`src/design/asc_pkg.sv`:
```
// Purpose: Shared constants of the converter sequencer control block
// Assumes: 8-bit register port, byte addresses as listed
// Notes:   All registers reset to zero

package asc_pkg;

    // ****************************************
    // Register map
    // ****************************************
    localparam logic [7:0] RESULT_LOW_OFF   = 8'h78;
    localparam logic [7:0] RESULT_HIGH_OFF  = 8'h79;
    localparam logic [7:0] CTRL_STATUS_OFF  = 8'h7A;
    localparam logic [7:0] INPUT_REF_OFF    = 8'h7C;

    localparam logic [7:0] CTRL_RESET       = 8'h00;
    localparam logic [7:0] INPUT_REF_RESET  = 8'h00;
    localparam logic [9:0] RESULT_RESET     = 10'h000;

    // ****************************************
    // Field positions
    // ****************************************
    localparam int CONVERTER_ON_BIT   = 7;
    localparam int START_BIT          = 6;
    localparam int AUTO_TRIGGER_BIT   = 5;
    localparam int FLAG_BIT           = 4;
    localparam int IRQ_ENABLE_BIT     = 3;
    localparam int DIVIDER_LSB        = 0;
    localparam int REF_LSB            = 6;
    localparam int LEFT_JUSTIFY_BIT   = 5;
    localparam int CHANNEL_LSB        = 0;

    // ****************************************
    // Encodings
    // ****************************************
    localparam logic [3:0] CHAN_TEMP_SENSOR = 4'h8;
    localparam logic [3:0] CHAN_BANDGAP     = 4'hE;
    localparam logic [3:0] CHAN_GROUND      = 4'hF;
    localparam logic [1:0] REF_PIN          = 2'h0;
    localparam logic [1:0] REF_SUPPLY       = 2'h1;
    localparam logic [1:0] REF_INTERNAL     = 2'h3;
    localparam logic [2:0] TRIG_FREE_RUN    = 3'h0;

    // ****************************************
    // Conversion timing in converter clock cycles
    // ****************************************
    localparam logic [4:0] FIRST_CONV_CYCLES = 5'h19;
    localparam logic [4:0] NORM_CONV_CYCLES  = 5'h0D;

    typedef enum logic [0:0] {
        ASC_IDLE = 1'b0,
        ASC_CONV = 1'b1
    } asc_state_t;

endpackage

```
`src/design/asc_control.sv`:
```
// Purpose: Register side and sequencing of a 10-bit sampling converter
// Assumes: Trigger flags and core result come from SYS_CLK logic
// Notes:   Converter core result is sampled on the last converter cycle

`timescale 1ns/1ps

module asc_control #(
    parameter int NUM_TRIG = 8
) (
    input  wire logic                SYS_CLK,
    input  wire logic                RSTN,
    input  wire logic [7:0]          ADDR,
    input  wire logic [7:0]          WDATA,
    input  wire logic                WR_STB,
    input  wire logic                RD_STB,
    output logic      [7:0]          RDATA,
    input  wire logic                GLOBAL_IRQ_EN,
    input  wire logic                IRQ_ACK,
    output logic                     IRQ,
    input  wire logic [2:0]          TRIG_SRC_SEL,
    input  wire logic [NUM_TRIG-1:0] TRIG_FLAGS,
    input  wire logic [9:0]          CORE_RESULT,
    output logic                     CONVERTER_ON,
    output logic                     CONV_BUSY,
    output logic                     ADC_CLK_TICK,
    output logic      [3:0]          CHANNEL_SEL,
    output logic      [1:0]          REF_SEL,
    output logic                     TEMP_SENSOR_ON
);

    // ****************************************
    // State
    // ****************************************
    asc_pkg::asc_state_t state_reg;
    asc_pkg::asc_state_t state_next;

    logic       converter_on_reg;
    logic       auto_trigger_on_reg;
    logic       completion_flag_reg;
    logic       completion_irq_enable_reg;
    logic [2:0] clock_divider_select_reg;
    logic [1:0] reference_select_reg;
    logic       left_justify_reg;
    logic [3:0] channel_select_reg;
    logic [9:0] conversion_result_reg;
    logic       read_lock_reg;
    logic       init_pending_reg;
    logic       long_conv_reg;
    logic [4:0] tick_count_reg;
    logic [3:0] active_channel_reg;
    logic [1:0] active_ref_reg;
    logic       trig_prev_reg;
    logic [7:0] rdata_reg;

    // ****************************************
    // Register decode
    // ****************************************
    logic wr_ctrl;
    logic wr_input;
    logic rd_low;
    logic rd_high;
    logic rd_ctrl;
    logic rd_input;

    assign wr_ctrl  = WR_STB && (ADDR == asc_pkg::CTRL_STATUS_OFF);
    assign wr_input = WR_STB && (ADDR == asc_pkg::INPUT_REF_OFF);
    assign rd_low   = RD_STB && (ADDR == asc_pkg::RESULT_LOW_OFF);
    assign rd_high  = RD_STB && (ADDR == asc_pkg::RESULT_HIGH_OFF);
    assign rd_ctrl  = RD_STB && (ADDR == asc_pkg::CTRL_STATUS_OFF);
    assign rd_input = RD_STB && (ADDR == asc_pkg::INPUT_REF_OFF);

    // ****************************************
    // Sequencing
    // ****************************************
    logic       converter_on_next;
    logic       enable_rise;
    logic       wr_start;
    logic       trig_level;
    logic       trig_edge;
    logic       free_run;
    logic       launch;
    logic       cold_launch;
    logic       done;
    logic       conv_tick;
    logic [4:0] conv_len;
    logic       busy;

    assign busy              = (state_reg == asc_pkg::ASC_CONV);
    assign converter_on_next = wr_ctrl ? WDATA[asc_pkg::CONVERTER_ON_BIT] : converter_on_reg;
    assign enable_rise       = converter_on_next && !converter_on_reg;
    assign wr_start          = wr_ctrl && WDATA[asc_pkg::START_BIT];
    assign free_run          = auto_trigger_on_reg && (TRIG_SRC_SEL == asc_pkg::TRIG_FREE_RUN);
    // Free running selects no flag, so the switch itself makes no edge
    assign trig_level        = auto_trigger_on_reg && (TRIG_SRC_SEL != asc_pkg::TRIG_FREE_RUN)
                               && TRIG_FLAGS[TRIG_SRC_SEL];
    assign trig_edge         = trig_level && !trig_prev_reg;
    assign conv_len          = long_conv_reg ? asc_pkg::FIRST_CONV_CYCLES
                                             : asc_pkg::NORM_CONV_CYCLES;
    assign done              = busy && converter_on_next && conv_tick
                               && (tick_count_reg == conv_len - 5'h01);
    // Relaunch on completion rides on the last tick, so no prescaler restart
    assign cold_launch       = converter_on_next && !busy
                               && (wr_start || trig_edge);
    assign launch            = cold_launch || (done && free_run);

    always_comb begin
        state_next = state_reg;
        if (!converter_on_next) begin
            state_next = asc_pkg::ASC_IDLE;
        end else if (launch) begin
            state_next = asc_pkg::ASC_CONV;
        end else if (done) begin
            state_next = asc_pkg::ASC_IDLE;
        end
    end

    asc_prescaler u_prescaler (
        .clk         (SYS_CLK),
        .rst_n       (RSTN),
        .run         (converter_on_reg),
        .restart     (cold_launch),
        .divider_sel (clock_divider_select_reg),
        .tick        (conv_tick)
    );

    // ****************************************
    // Next values
    // ****************************************
    logic       flag_next;
    logic       lock_next;
    logic [4:0] tick_count_next;
    logic       init_pending_next;
    logic [9:0] result_next;

    assign flag_next         = done || (completion_flag_reg && !IRQ_ACK
                               && !(wr_ctrl && WDATA[asc_pkg::FLAG_BIT]));
    assign lock_next         = rd_low ? 1'b1 : (rd_high ? 1'b0 : read_lock_reg);
    assign result_next       = (done && !read_lock_reg) ? CORE_RESULT
                                                        : conversion_result_reg;
    assign tick_count_next   = launch ? 5'h00
                               : (conv_tick ? tick_count_reg + 5'h01 : tick_count_reg);
    assign init_pending_next = !converter_on_next ? 1'b0
                               : (enable_rise ? !launch
                               : (init_pending_reg && !launch));

    always_ff @(posedge SYS_CLK) begin
        if (!RSTN) begin
            state_reg           <= asc_pkg::ASC_IDLE;
            converter_on_reg    <= 1'b0;
            completion_flag_reg <= 1'b0;
            read_lock_reg       <= 1'b0;
            tick_count_reg      <= 5'h00;
            init_pending_reg    <= 1'b0;
            long_conv_reg       <= 1'b0;
            trig_prev_reg       <= 1'b0;
            conversion_result_reg <= asc_pkg::RESULT_RESET;
        end else begin
            state_reg           <= state_next;
            converter_on_reg    <= converter_on_next;
            completion_flag_reg <= flag_next;
            read_lock_reg       <= lock_next;
            tick_count_reg      <= tick_count_next;
            init_pending_reg    <= init_pending_next;
            trig_prev_reg       <= trig_level;
            conversion_result_reg <= result_next;
            if (launch) begin
                long_conv_reg <= enable_rise || init_pending_reg;
            end
        end
    end

    // ****************************************
    // Software fields
    // ****************************************
    always_ff @(posedge SYS_CLK) begin
        if (!RSTN) begin
            auto_trigger_on_reg       <= asc_pkg::CTRL_RESET[asc_pkg::AUTO_TRIGGER_BIT];
            completion_irq_enable_reg <= asc_pkg::CTRL_RESET[asc_pkg::IRQ_ENABLE_BIT];
            clock_divider_select_reg  <= asc_pkg::CTRL_RESET[asc_pkg::DIVIDER_LSB +: 3];
        end else if (wr_ctrl) begin
            auto_trigger_on_reg       <= WDATA[asc_pkg::AUTO_TRIGGER_BIT];
            completion_irq_enable_reg <= WDATA[asc_pkg::IRQ_ENABLE_BIT];
            clock_divider_select_reg  <= WDATA[asc_pkg::DIVIDER_LSB +: 3];
        end
    end

    always_ff @(posedge SYS_CLK) begin
        if (!RSTN) begin
            reference_select_reg <= asc_pkg::INPUT_REF_RESET[asc_pkg::REF_LSB +: 2];
            left_justify_reg     <= asc_pkg::INPUT_REF_RESET[asc_pkg::LEFT_JUSTIFY_BIT];
            channel_select_reg   <= asc_pkg::INPUT_REF_RESET[asc_pkg::CHANNEL_LSB +: 4];
        end else if (wr_input) begin
            reference_select_reg <= WDATA[asc_pkg::REF_LSB +: 2];
            left_justify_reg     <= WDATA[asc_pkg::LEFT_JUSTIFY_BIT];
            channel_select_reg   <= WDATA[asc_pkg::CHANNEL_LSB +: 4];
        end
    end

    // Selection captured at start; software changes wait for the next one
    always_ff @(posedge SYS_CLK) begin
        if (!RSTN) begin
            active_channel_reg <= 4'h0;
            active_ref_reg     <= 2'h0;
        end else if (launch) begin
            active_channel_reg <= channel_select_reg;
            active_ref_reg     <= reference_select_reg;
        end
    end

    // ****************************************
    // Read path
    // ****************************************
    logic [15:0] presented;
    logic [7:0]  ctrl_view;
    logic [7:0]  input_view;
    logic [7:0]  rdata_next;

    assign presented  = left_justify_reg ? {conversion_result_reg, 6'h00}
                                         : {6'h00, conversion_result_reg};
    assign ctrl_view  = {converter_on_reg, busy, auto_trigger_on_reg,
                         completion_flag_reg, completion_irq_enable_reg,
                         clock_divider_select_reg};
    assign input_view = {reference_select_reg, left_justify_reg, 1'b0,
                         channel_select_reg};
    assign rdata_next = rd_low   ? presented[7:0]
                      : rd_high  ? presented[15:8]
                      : rd_ctrl  ? ctrl_view
                      : rd_input ? input_view
                      : 8'h00;

    always_ff @(posedge SYS_CLK) begin
        if (!RSTN) begin
            rdata_reg <= 8'h00;
        end else begin
            rdata_reg <= rdata_next;
        end
    end

    // ****************************************
    // Outputs
    // ****************************************
    // Idle selection follows software; busy selection is the latched copy
    assign RDATA          = rdata_reg;
    assign IRQ            = completion_flag_reg && completion_irq_enable_reg
                            && GLOBAL_IRQ_EN;
    assign CONVERTER_ON   = converter_on_reg;
    assign CONV_BUSY      = busy;
    assign ADC_CLK_TICK   = conv_tick;
    assign CHANNEL_SEL    = busy ? active_channel_reg : channel_select_reg;
    assign REF_SEL        = busy ? active_ref_reg : reference_select_reg;
    assign TEMP_SENSOR_ON = converter_on_reg
                            && (CHANNEL_SEL == asc_pkg::CHAN_TEMP_SENSOR);

    // ****************************************
    // Checks
    // ****************************************
    logic [4:0] ticks_seen_reg;

    always_ff @(posedge SYS_CLK) begin
        if (!RSTN) begin
            ticks_seen_reg <= 5'h00;
        end else if (launch) begin
            ticks_seen_reg <= 5'h00;
        end else if (conv_tick && busy) begin
            ticks_seen_reg <= ticks_seen_reg + 5'h01;
        end
    end
endmodule // asc_control

```
`src/design/asc_prescaler.sv`:
```
// Purpose: Divides the system clock into converter clock ticks
// Assumes: Codes 0 and 1 both divide by two
// Notes:   Counter restarts while stopped or on restart

`timescale 1ns/1ps

module asc_prescaler #(
    parameter int CNT_W = 7
) (
    input  wire logic       clk,
    input  wire logic       rst_n,
    input  wire logic       run,
    input  wire logic       restart,
    input  wire logic [2:0] divider_sel,
    output logic            tick
);

    logic [CNT_W-1:0] count_reg;
    logic [CNT_W-1:0] count_next;
    logic [CNT_W-1:0] mask;
    logic [2:0]       shift;

    // Division factor two to the power of the code, at least two
    assign shift      = (divider_sel == 3'h0) ? 3'h1 : divider_sel;
    assign mask       = CNT_W'((8'h01 << shift) - 8'h01);
    assign tick       = run && !restart && ((count_reg & mask) == mask);
    assign count_next = (!run || restart || tick) ? '0 : count_reg + 1'b1;

    always_ff @(posedge clk) begin
        if (!rst_n) begin
            count_reg <= '0;
        end else begin
            count_reg <= count_next;
        end
    end

endmodule // asc_prescaler

```
`config.mk`:
```
export PLATFORM = sky130hd
export DESIGN_NAME = asc_control
export DESIGN_NICKNAME = d
export VERILOG_FILES = /design/src/design/asc_pkg.sv /design/src/design/asc_control.sv /design/src/design/asc_prescaler.sv
export SDC_FILE = /design/constraint.sdc
export NUM_CORES = 1
export LEC_CHECK = 0
export ABC_AREA = 0
export ABC_CLOCK_PERIOD_IN_PS = 2200
export BUFFER_PORTS_ARGS = -buffer_cell sky130_fd_sc_hd__buf_2
export CORE_MARGIN = 4
export CORE_UTILIZATION = 40
export DETAILED_ROUTE_END_ITERATION = 6
export SETUP_SLACK_MARGIN = 0.1
export SLEW_MARGIN = 25
export SYNTH_ARGS = -nofsm -noshare
export SYNTH_HDL_FRONTEND = slang
export SYNTH_SLANG_ARGS = --single-unit
```
`constraint.sdc`:
```
create_clock -name SYS_CLK -period 2.2 [get_ports SYS_CLK]
set_input_delay 0.22 -clock SYS_CLK [delete_from_list [all_inputs] [get_ports SYS_CLK]]
set_output_delay 0.22 -clock SYS_CLK [all_outputs]
set_load 0.02 [all_outputs]
```
### Word-level counts from Yosys, hierarchy flattened

Cells that the tools add are included.

* register bits after elaboration: 55
* logic and storage cells: 101
* output and inout bits: 19

* multiplexer cells: 17
* order comparisons: 1
* eq/ne operators: 7
* reductions and logical operators: 50
* shift-type cells: 1
* bitwise gates (word level): 2
* $add $sub $neg: 4

Operators by type and width (number)
* == test 8 x 7 -> 1 bit (second input constant): 4
* two-way mux 8 bit: 4
* logical AND 1 bit: 28
* two-way mux 16 bit: 1
* logical NOT 1 bit: 8
* adder 7 x 1 -> 7 bit (second input constant): 1
* AND 7 bit: 1
* == test 7 bit: 1
* two-way mux 1 bit: 7
* << shifter 1 x 3 -> 7 bit (first input constant): 1
* subtractor 7 x 1 -> 7 bit (second input constant): 1
* logical NOT 3 bit: 2
* logical OR 1 bit: 6
* adder 5 x 1 -> 5 bit (second input constant): 1
* == test 5 bit: 1
* two-way mux 5 bit: 1
* subtractor 5 x 1 -> 5 bit (second input constant): 1
* == test 4 bit (second input constant): 1
* less-than comparator 3 x 4 -> 1 bit (second input constant): 1
* two-way mux 4 bit: 1
* nonzero test 2 bit: 2
* OR reduction 2 bit: 2
* binary-select mux 1 bit (select 3 bit): 1
* two-way mux 3 bit: 1
* 4 further kinds: 4

### Logic depth before layout (Yosys ltp)

Gate-level depths: netlist of run 1.

* word-level depth: 16
* depth in mapped cells: 8
* gate-level depth less buffers: 7

### By module

Synthesis of run 1 repeated with hierarchy kept, for this count alone.

* cells, all modules: 280
* area, all modules: 2710.1 sq um

Modules (own cells, without submodules)
* asc_control: area each 2316.0 sq um, cells each 238, instances 1
* asc_prescaler: area each 394.1 sq um, cells each 42, instances 1

### Worst setup path after synthesis of run 1

No wires, ideal clock.

* path kind: register to output
* start point: register state_reg, in the netlist CONV_BUSY
* end point: output port TEMP_SENSOR_ON
* stages on the path, launching flop included: 4
* data required time: 1.980 ns
* data arrival time: 1.931 ns
* buffers on the path: 1
* slack: 0.049 ns
* path through: dfxtp_1 > clkbuf_1 > mux2_2 > nor4_1

* longest elaborated chain between the ends: 3

RTL lines
* start: declaration: RTL line asc_control.sv:34 `asc_pkg::asc_state_t state_reg;`
* start signal: assignment: RTL line asc_control.sv:148 `state_reg <= asc_pkg::ASC_IDLE;`
* start signal: assignment: RTL line asc_control.sv:158 `state_reg <= state_next;`
* two-way mux 4 bit: RTL line asc_control.sv:249 `assign CHANNEL_SEL = busy ? active_channel_reg : channel_select_reg;`
* named net CHANNEL_SEL[1]: RTL line asc_control.sv:26 `output logic [3:0] CHANNEL_SEL,`
* == test 4 bit: RTL line asc_control.sv:252 `&& (CHANNEL_SEL == asc_pkg::CHAN_TEMP_SENSOR);`
* logical AND 1 bit: RTL line asc_control.sv:252
* end: declaration: RTL line asc_control.sv:28 `output logic TEMP_SENSOR_ON`

The timed path passes the listed nets, and every way through them passes these cells.

### Final worst setup path of run 1

* start point: register clock_divider_select_reg[2]
* end point: register conversion_result_reg[5]

* longest elaborated chain between the ends: 10

RTL lines
* start: declaration: RTL line asc_control.sv:41 `logic [2:0] clock_divider_select_reg;`
* start signal: assignment: RTL line asc_control.sv:179 `clock_divider_select_reg <= asc_pkg::CTRL_RESET[asc_pkg::DIVIDER_LSB +: 3];`
* start signal: assignment: RTL line asc_control.sv:183 `clock_divider_select_reg <= WDATA[asc_pkg::DIVIDER_LSB +: 3];`
* logical NOT 3 bit: RTL line asc_prescaler.sv:24 `assign shift = (divider_sel == 3'h0) ? 3'h1 : divider_sel;`
* two-way mux 3 bit (*): RTL line asc_prescaler.sv:24
* << shifter 1 x 3 -> 7 bit (*): RTL line asc_prescaler.sv:25 `assign mask = CNT_W'((8'h01 << shift) - 8'h01);`
* subtractor 7 x 1 -> 7 bit (*): RTL line asc_prescaler.sv:25
* AND 7 bit: RTL line asc_prescaler.sv:26 `assign tick = run && !restart && ((count_reg & mask) == mask);`
* == test 7 bit (*): RTL line asc_prescaler.sv:26
* logical AND 1 bit (*): RTL line asc_prescaler.sv:26
* logical AND 1 bit (*): RTL line asc_control.sv:99 `assign done = busy && converter_on_next && conv_tick`
* logical AND 1 bit (*): RTL line asc_control.sv:100 `&& (tick_count_reg == conv_len - 5'h01);`
* logical AND 1 bit (*): RTL line asc_control.sv:138 `assign result_next = (done && !read_lock_reg) ? CORE_RESULT`
* end signal: assignment: RTL line asc_control.sv:156 `conversion_result_reg <= asc_pkg::RESULT_RESET;`
* end signal: assignment: RTL line asc_control.sv:165 `conversion_result_reg <= result_next;`
* end: declaration: RTL line asc_control.sv:45 `logic [9:0] conversion_result_reg;`

Mark *: on every way between the ends. The rest lies on a longest branch, timed or not.
A chain may end at the register's enable or synchronous reset.

==> flow_metrics.tcl, run 1 <==
set metrics [dict create \
    outcome "finished clean" \
    synthCells 284 \
    h-tree-depth 2 \
    place_congestion 0.7923 \
    area_growth_pct 25.70 \
    start_kind "register" \
    worst_pin_slew_ns 0.7292 \
    total_power_mw 1.627 \
    critical_path_required_ns 2.43 \
    relSlewSlack 0.5134 \
    endpoint_kind "register" \
    largest_reg_flops 10 \
    synth_edf_count 0 \
    slew_violations 0 \
    pwr-share-seq 0.612 \
    wl_per_cell_um 14.23 \
    hold_path.class "in2reg" \
    cts_hold_buf 0 \
    ys_warn_count 0 \
    numPortBuffers 60 \
    drive_above_1_share 0.3128 \
    synthTopCellsByArea "dfxtp_1, mux2i_1, nand2_1" \
    routed_wl_um 6191 \
    async_reset_ff_frac 0 \
    clock-sinks 55 \
    synth_top_area_share 0.4259 \
    leakage_nw 1.436 \
    rows 29 \
    drt-pass1-iter-count 5 \
    clock_path_buffers 2 \
    final_antenna_net_count 0 \
    grt.total_usage 0.1593 \
    final-setup-viol-count 0 \
    internal-power_mw 1.263 \
    grt_max_degree 38 \
    yosysTopAreaCell "dfxtp_1" \
    layout.nets 404 \
    worstPathMaxFanout 5 \
    first_global_vias 2031 \
    final_core_util 0.5147 \
    tritoncts "done" \
    fmax_mhz 473.2 \
    ir_drop_uv 304.8 \
    antenna_found_initial 0 \
    gr-total-overflow 0 \
    vias_per_cell 5.241 \
    arrival_ns 2.35 \
    yosysMostFrequentCell "dfxtp_1" \
    diodes 0 \
    post-route-worst-setup-slack_ns 0.08664 \
    switching_power_mw 0.3639 \
    die_y_um 88.39 \
    skew_ns 0.008246 \
    drt_iter0_drc 153 \
    synth-seq-cells 55 \
    die_w_um 88.39 \
    clk_latency_ns 0.31 \
    cellPowerDensity_nw_per_um2 500.6 \
    n_fill_cell 611 \
    netlist_area_um2 2585 \
    drv_cap 0 \
    grt_pass1_wl_um 9729 \
    num_vias 2280 \
    pre_cts_ws_ns 0.06711 \
    post-route-period-util 0.9606 \
    numCtsBuffers 5 \
    comb_power_share 0.055 \
    io-pin-count 62 \
    dp_hpwl_um 4610 \
    drc 0 \
    synth-main-ff-cell "dfxtp_1" \
    pwr-share-clk 0.333 \
    clk_pin_slew_ns 0.09 \
    yosysSeqAreaShare 0.4259 \
    min_period_ns 2.113 \
    start_util 0.4094 \
    coreArea_um2 6314 \
    dieArea_um2 7813 \
    sw_frac_of_total 0.2237 \
    crit_type "reg2reg" \
    syn-num-nets 331 \
    grt_setup_unrepaired "yes" \
    cts-root-buf "clkbuf_8" \
    synth_cell_types 46 \
    syn_avg_cell_area_um2 9.102 \
    final_hold_viol_count 0 \
    synth_common_cells "dfxtp_1, nand2_1, mux2i_1" \
]
[stage by stage]
stage / cell area, um^2 / TNS (ns) / hold slack [ns] / std cells
after global placement: 3049 / 0 / 0.4405 / 422
after CTS: 3148 / 0 / 0.1437 / 431
after global routing: 3249 / -0.003596 / 0.1435 / 435
final: 3249 / 0 / 0.1518 / 435
after floorplan: 2591 / 0 / 0.3581 / 284
after detailed placement: 3049 / 0 / 0.4523 / 422
[critical path, cell delays in order (launching register included)]
cell,delay (ns)
dfxtp_1,0.32
or2_4,0.26
ha_4,0.16
xnor2_2,0.14
o221a_4,0.23
buf_6,0.10
nand4_1,0.12
buf_6,0.19
nor2_4,0.16
clkbuf_16,0.17
mux2i_1,0.18
[power by group through the flow]
stage | clock [mW] | combinational (mW) | sequential [mW]
after floorplan | 0 | 0.0362 | 1.02
after global placement | 0 | 0.0879 | 1.02
after detailed placement | 0 | 0.0888 | 1.02
after CTS | 0.561 | 0.0892 | 0.996
after global routing | 0.598 | 0.0993 | 0.996
final | 0.541 | 0.0900 | 0.995
[layout by cell type (no fill, tap or decap), types with 4 or more instances in the layout]
cell / instances
mux2_2: 10
mux2i_1: 31
a21oi_1: 10
inv_1: 5
clkbuf_8: 5
nand4_1: 5
nor2_1: 24
dfxtp_1: 53
nand2b_1: 6
buf_4: 16
nand3_1: 5
buf_2: 59
xnor2_1: 4
nand2_1: 49
o211ai_1: 4
and3_1: 4
a222oi_1: 5
[cell type report]
| cell class | instances | area (um^2) | area share |
|---|---|---|---|
| Timing Repair Buffer | 79 | 483.0 | 0.1486 |
| Clock buffer | 7 | 76.32 | 0.02349 |
| Sequential cell | 55 | 1104 | 0.3396 |
| Inverter | 5 | 18.77 | 0.005776 |
| Clock inverter | 1 | 5.005 | 0.001540 |
| Multi-Input combinational cell | 211 | 1466 | 0.4513 |
| Tap cell | 77 | 96.34 | 0.02965 |
[path summary, 6_finish.rpt]
check	from	endpoint	slack, ns	cells past startpoint
worst max-delay path	clock_divider_select_reg[2]$_SDFFE_PN0N_	conversion_result_reg[5]$_SDFFE_PN0P_	0.09	10
worst min-delay path	CORE_RESULT[1]	conversion_result_reg[1]$_SDFFE_PN0P_	0.15	3
worst max register to register	clock_divider_select_reg[2]$_SDFFE_PN0N_	conversion_result_reg[5]$_SDFFE_PN0P_	0.09	10
worst min register to register	active_channel_reg[3]$_SDFFE_PN0P_	active_channel_reg[3]$_SDFFE_PN0P_	0.46	2
[logic make-up (layout without fill, tap and decap cells)]
| family | Yosys count | count (layout) | share of synthesized area |
|---|---|---|---|
| buffers and inverters | 18 | 92 | 0.02904 |
| muxes | 42 | 42 | 0.1680 |
| xor gates and xnor gates | 8 | 8 | 0.02711 |
| and+or+nand+nor | 118 | 118 | 0.2236 |
| other | 1 | 1 | 0.001451 |
| AOI/OAI and AO/OA | 38 | 38 | 0.1055 |
| DFF | 55 | 55 | 0.4259 |
| adders and majority gates | 4 | 4 | 0.01936 |
[routing by layer]
metal | GRT usage | up-vias | share of wire
met4 | 0.05082 | 0 | 0.016
met3 | 0.03259 | 8 | 0.066
met2 | 0.2339 | 60 | 0.43
met5 | 0 | - | 0
li1 | - | 1151 | -
met1 | 0.2334 | 1061 | 0.49
[repair_timing]
action | in CTS | in global routing
pin swaps | 2 | 5
setup buffers | 1 | 3
resized for setup | 4 | 12
endpoints found under the setup margin | 1 | 24
gates cloned | 0 | 1
Note: power is estimated with default switching activity, not from simulation.
==> inputs of run 2 (changes only) <==
--- a/config.mk
+++ b/config.mk
@@ -5,7 +5,7 @@
 export SDC_FILE = /design/constraint.sdc
 export NUM_CORES = 1
 export LEC_CHECK = 0
-export ABC_AREA = 0
+export ABC_AREA = 1
 export ABC_CLOCK_PERIOD_IN_PS = 2200
 export BUFFER_PORTS_ARGS = -buffer_cell sky130_fd_sc_hd__buf_2
 export CORE_MARGIN = 4
==> run 2 against run 1 <==
  * Sequential cell count unchanged
  * Setup slack improved by 0.13 ns
  * Critical path depth grew 1
  * Critical path type is now reg2out
  * Synthesized cell count is 47% higher
  * Largest cell class unchanged
==> flow_metrics.tcl, run 2 <==
set metrics [dict create \
    synthTopCellsByArea "dfxtp_1, nand2_1, inv_1" \
    vias_per_cell 4.626 \
    die_y_um 92.32 \
    antenna_found_initial 0 \
    worstPathMaxFanout 4 \
    arrival_ns 1.76 \
    final_cells 586 \
    met2_wirelength_um 3065 \
    yosysTopAreaCell "dfxtp_1" \
    clk_latency_ns 0.31 \
    dp_hpwl_um 5150 \
    synth-main-ff-cell "dfxtp_1" \
    netlist_area_um2 2844 \
    slew_violations 0 \
    worst_pin_slew_ns 0.5628 \
    layout.nets 536 \
    min_period_ns 1.980 \
    final_hold_viol_count 0 \
    leakage_nw 1.661 \
    layout.area.seq_um2 1104 \
    cellPowerDensity_nw_per_um2 492.8 \
    clk_pin_slew_ns 0.10 \
    final_cell_mix "nand2_1, inv_1, nor2_1" \
    drt_iter0_drc 82 \
    skew_ns 0.01078 \
    synth_compound_area_frac 0.1249 \
    coreArea_um2 6869 \
    crit_type "reg2out" \
    routed_wl_um 6810 \
    first_global_vias 2495 \
    yosysMostFrequentCell "nand2_1" \
    gr-total-overflow 0 \
    pwr-share-seq 0.580 \
    wl_met1_um 3332 \
    holdWs_ns 0.1589 \
    critical_path.top_delay_family "simple AND/OR/NAND/NOR gates" \
    die_w_um 92.32 \
    synthAdderAreaFrac 0.01760 \
    relSlewSlack 0.6244 \
    endpoint_kind "output pin" \
    numPortBuffers 60 \
    drc 0 \
    ir_drop_uv 208.2 \
    n_fill_cell 744 \
    synth_cell_types 39 \
    grt_setup_unrepaired "yes" \
    synthCells 417 \
    ys_warn_count 0 \
    crit_chain "inv_2 -> nand2_2 -> ha_4 -> nor2_2 -> nor2_1 -> nand3_1 -> nor2_2 -> inv_2 -> nor2_8 -> buf_6 -> buf_6" \
    place_congestion 0.8505 \
    dieArea_um2 8523 \
    largest_reg_flops 10 \
    wl_per_cell_um 11.62 \
    critical_path_required_ns 1.98 \
    hold_path.class "in2reg" \
    switching_power_mw 0.3926 \
    cts-root-buf "clkbuf_8" \
    grt.total_usage 0.1672 \
    synth_mux_area_frac 0.01144 \
    start_util 0.4140 \
    final_common_cell "nand2_1" \
    final_antenna_net_count 0 \
    synth_top_family_by_area "simple AND/OR/NAND/NOR gates" \
    max_stage_delay_ns 0.33 \
    drive_above_1_share 0.2286 \
    post-route-period-util 0.9002 \
    grt_max_degree 28 \
    clock_path_buffers 2 \
    synth_xor_area_frac 0.02156 \
    clock-sinks 55 \
    outcome "finished clean" \
    numCtsBuffers 5 \
    synth-seq-cells 55 \
    internal-power_mw 1.326 \
    synth_top_area_share 0.3872 \
    multiInputGateArea_um2 1461 \
    comb_power_share 0.059 \
    h-tree-depth 2 \
    area_growth_pct 22.61 \
    num_vias 2711 \
    grt_pass1_wl_um 11520 \
    tritoncts "done" \
    io-pin-count 62 \
    pwr-share-clk 0.362 \
    final-setup-viol-count 0 \
    diodes 0 \
    rows 30 \
    async_reset_ff_frac 0 \
    fmax_mhz 505.0 \
    synth_edf_count 0 \
    path_buf_inv 4 \
    slowest_stage "dfxtp_2" \
    sw_frac_of_total 0.2285 \
    wl_met3_um 321 \
    drv_cap 0 \
    highest_layer "met4" \
    synth_common_cells "nand2_1, inv_1, nor2_1" \
    dpl.cell_count 574 \
    start_kind "register" \
    yosysSeqAreaShare 0.3872 \
    syn_avg_cell_area_um2 6.820 \
    tns_ns 0 \
    yosys.area_share.simple 0.3260 \
    syn-num-nets 464 \
    drt-pass1-iter-count 4 \
]
[run 2: cell count changes in the layout (fill, tap and decap cells not counted), moves of 6 or more]
| cell | delta |
|---|---|
| nand2b_1 | -6 |
| a21oi_1 | +10 |
| inv_1 | +61 |
| nand2_1 | +40 |
| mux2i_1 | -30 |
| o21ai_0 | +15 |
| nor2_1 | +38 |
| nand3_1 | +20 |
| mux2_2 | -8 |
[run 2: cell families (layout without fill, tap and decap cells)]
kind of cell	Yosys count	after routing
AO/OA/AOI/OAI	59	59
XOR/XNOR	7	7
adder cells (fa/ha/maj)	4	4
buffers and inverters	80	153
flip-flops	55	55
multiplexers	3	3
other	1	1
AND/OR/NAND/NOR	208	208
[run 2: what timing repair did]
action,in CTS,in global routing
pin swaps,1,6
gates resized for setup,6,6
hold buffers,0,0
buffers inserted,3,1
setup endpoints to repair,1,8
cloned,0,0
[run 2: worst reg2reg max path, cell delays in order (launching register included)]
cell and delay [ns]:
dfxtp_2 0.33, inv_2 0.08, nand2_2 0.07, ha_4 0.16, inv_1 0.05, nand4_1 0.11, a21oi_1 0.18, nor2_2 0.08
inv_2 0.10, buf_4 0.12, nand3_1 0.24, nor3b_1 0.24
[run 2: through the flow]
stage / total power [mW] / util / worst slack (ns) / area, um^2
after CTS: 1.739 / 0.5016 / 0.1059 / 3446
after global placement: 1.118 / 0.4818 / 0.2054 / 3309
after floorplan: 1.066 / - / 0.1785 / 2844
after global routing: 1.797 / 0.5077 / 0.09199 / 3487
after detailed placement: 1.119 / 0.4818 / 0.1665 / 3309
final: 1.718 / 0.5077 / 0.2197 / 3487
[run 2: power by group through the flow]
stage | Combinational, mW | Sequential [mW] | Clock [mW]
6_report | 0.101 | 0.996 | 0.622
5_1_grt | 0.116 | 0.996 | 0.684
4_1_cts | 0.101 | 0.996 | 0.642
3_5_place_dp | 0.100 | 1.02 | 0
3_3_place_gp | 0.0994 | 1.02 | 0
2_1_floorplan | 0.0469 | 1.02 | 0
[run 2: area by class of cell]
class	instances	area share
inverter	70	0.07535
timing repair buffer	75	0.1249
clock inverter	1	0.002153
multi-input combinational	282	0.4191
tap	96	0.03445
sequential	55	0.3165
clock buffer	7	0.02763
[run 2: metal layers]
layer | vias up | global-route usage
met4 | 0 | 0.04950
met3 | 7 | 0.03493
met5 | - | 0
li1 | 1457 | -
met1 | 1189 | 0.2209
met2 | 58 | 0.2743
[run 2: final timing paths]
path | from | end | slack [ns] | cells after the start
worst min register to register | auto_trigger_on_reg$_SDFFE_PN0N_ | trig_prev_reg$_SDFF_PN0_ | 0.48 | 2
worst min-delay path | WDATA[3] | channel_select_reg[3]$_SDFFE_PN0P_ | 0.16 | 3
worst max register to register | clock_divider_select_reg[1]$_SDFFE_PN0N_ | u_prescaler.count_reg[2]$_SDFF_PP0_ | 0.36 | 11
worst max-delay path | clock_divider_select_reg[1]$_SDFFE_PN0N_ | ADC_CLK_TICK | 0.22 | 11
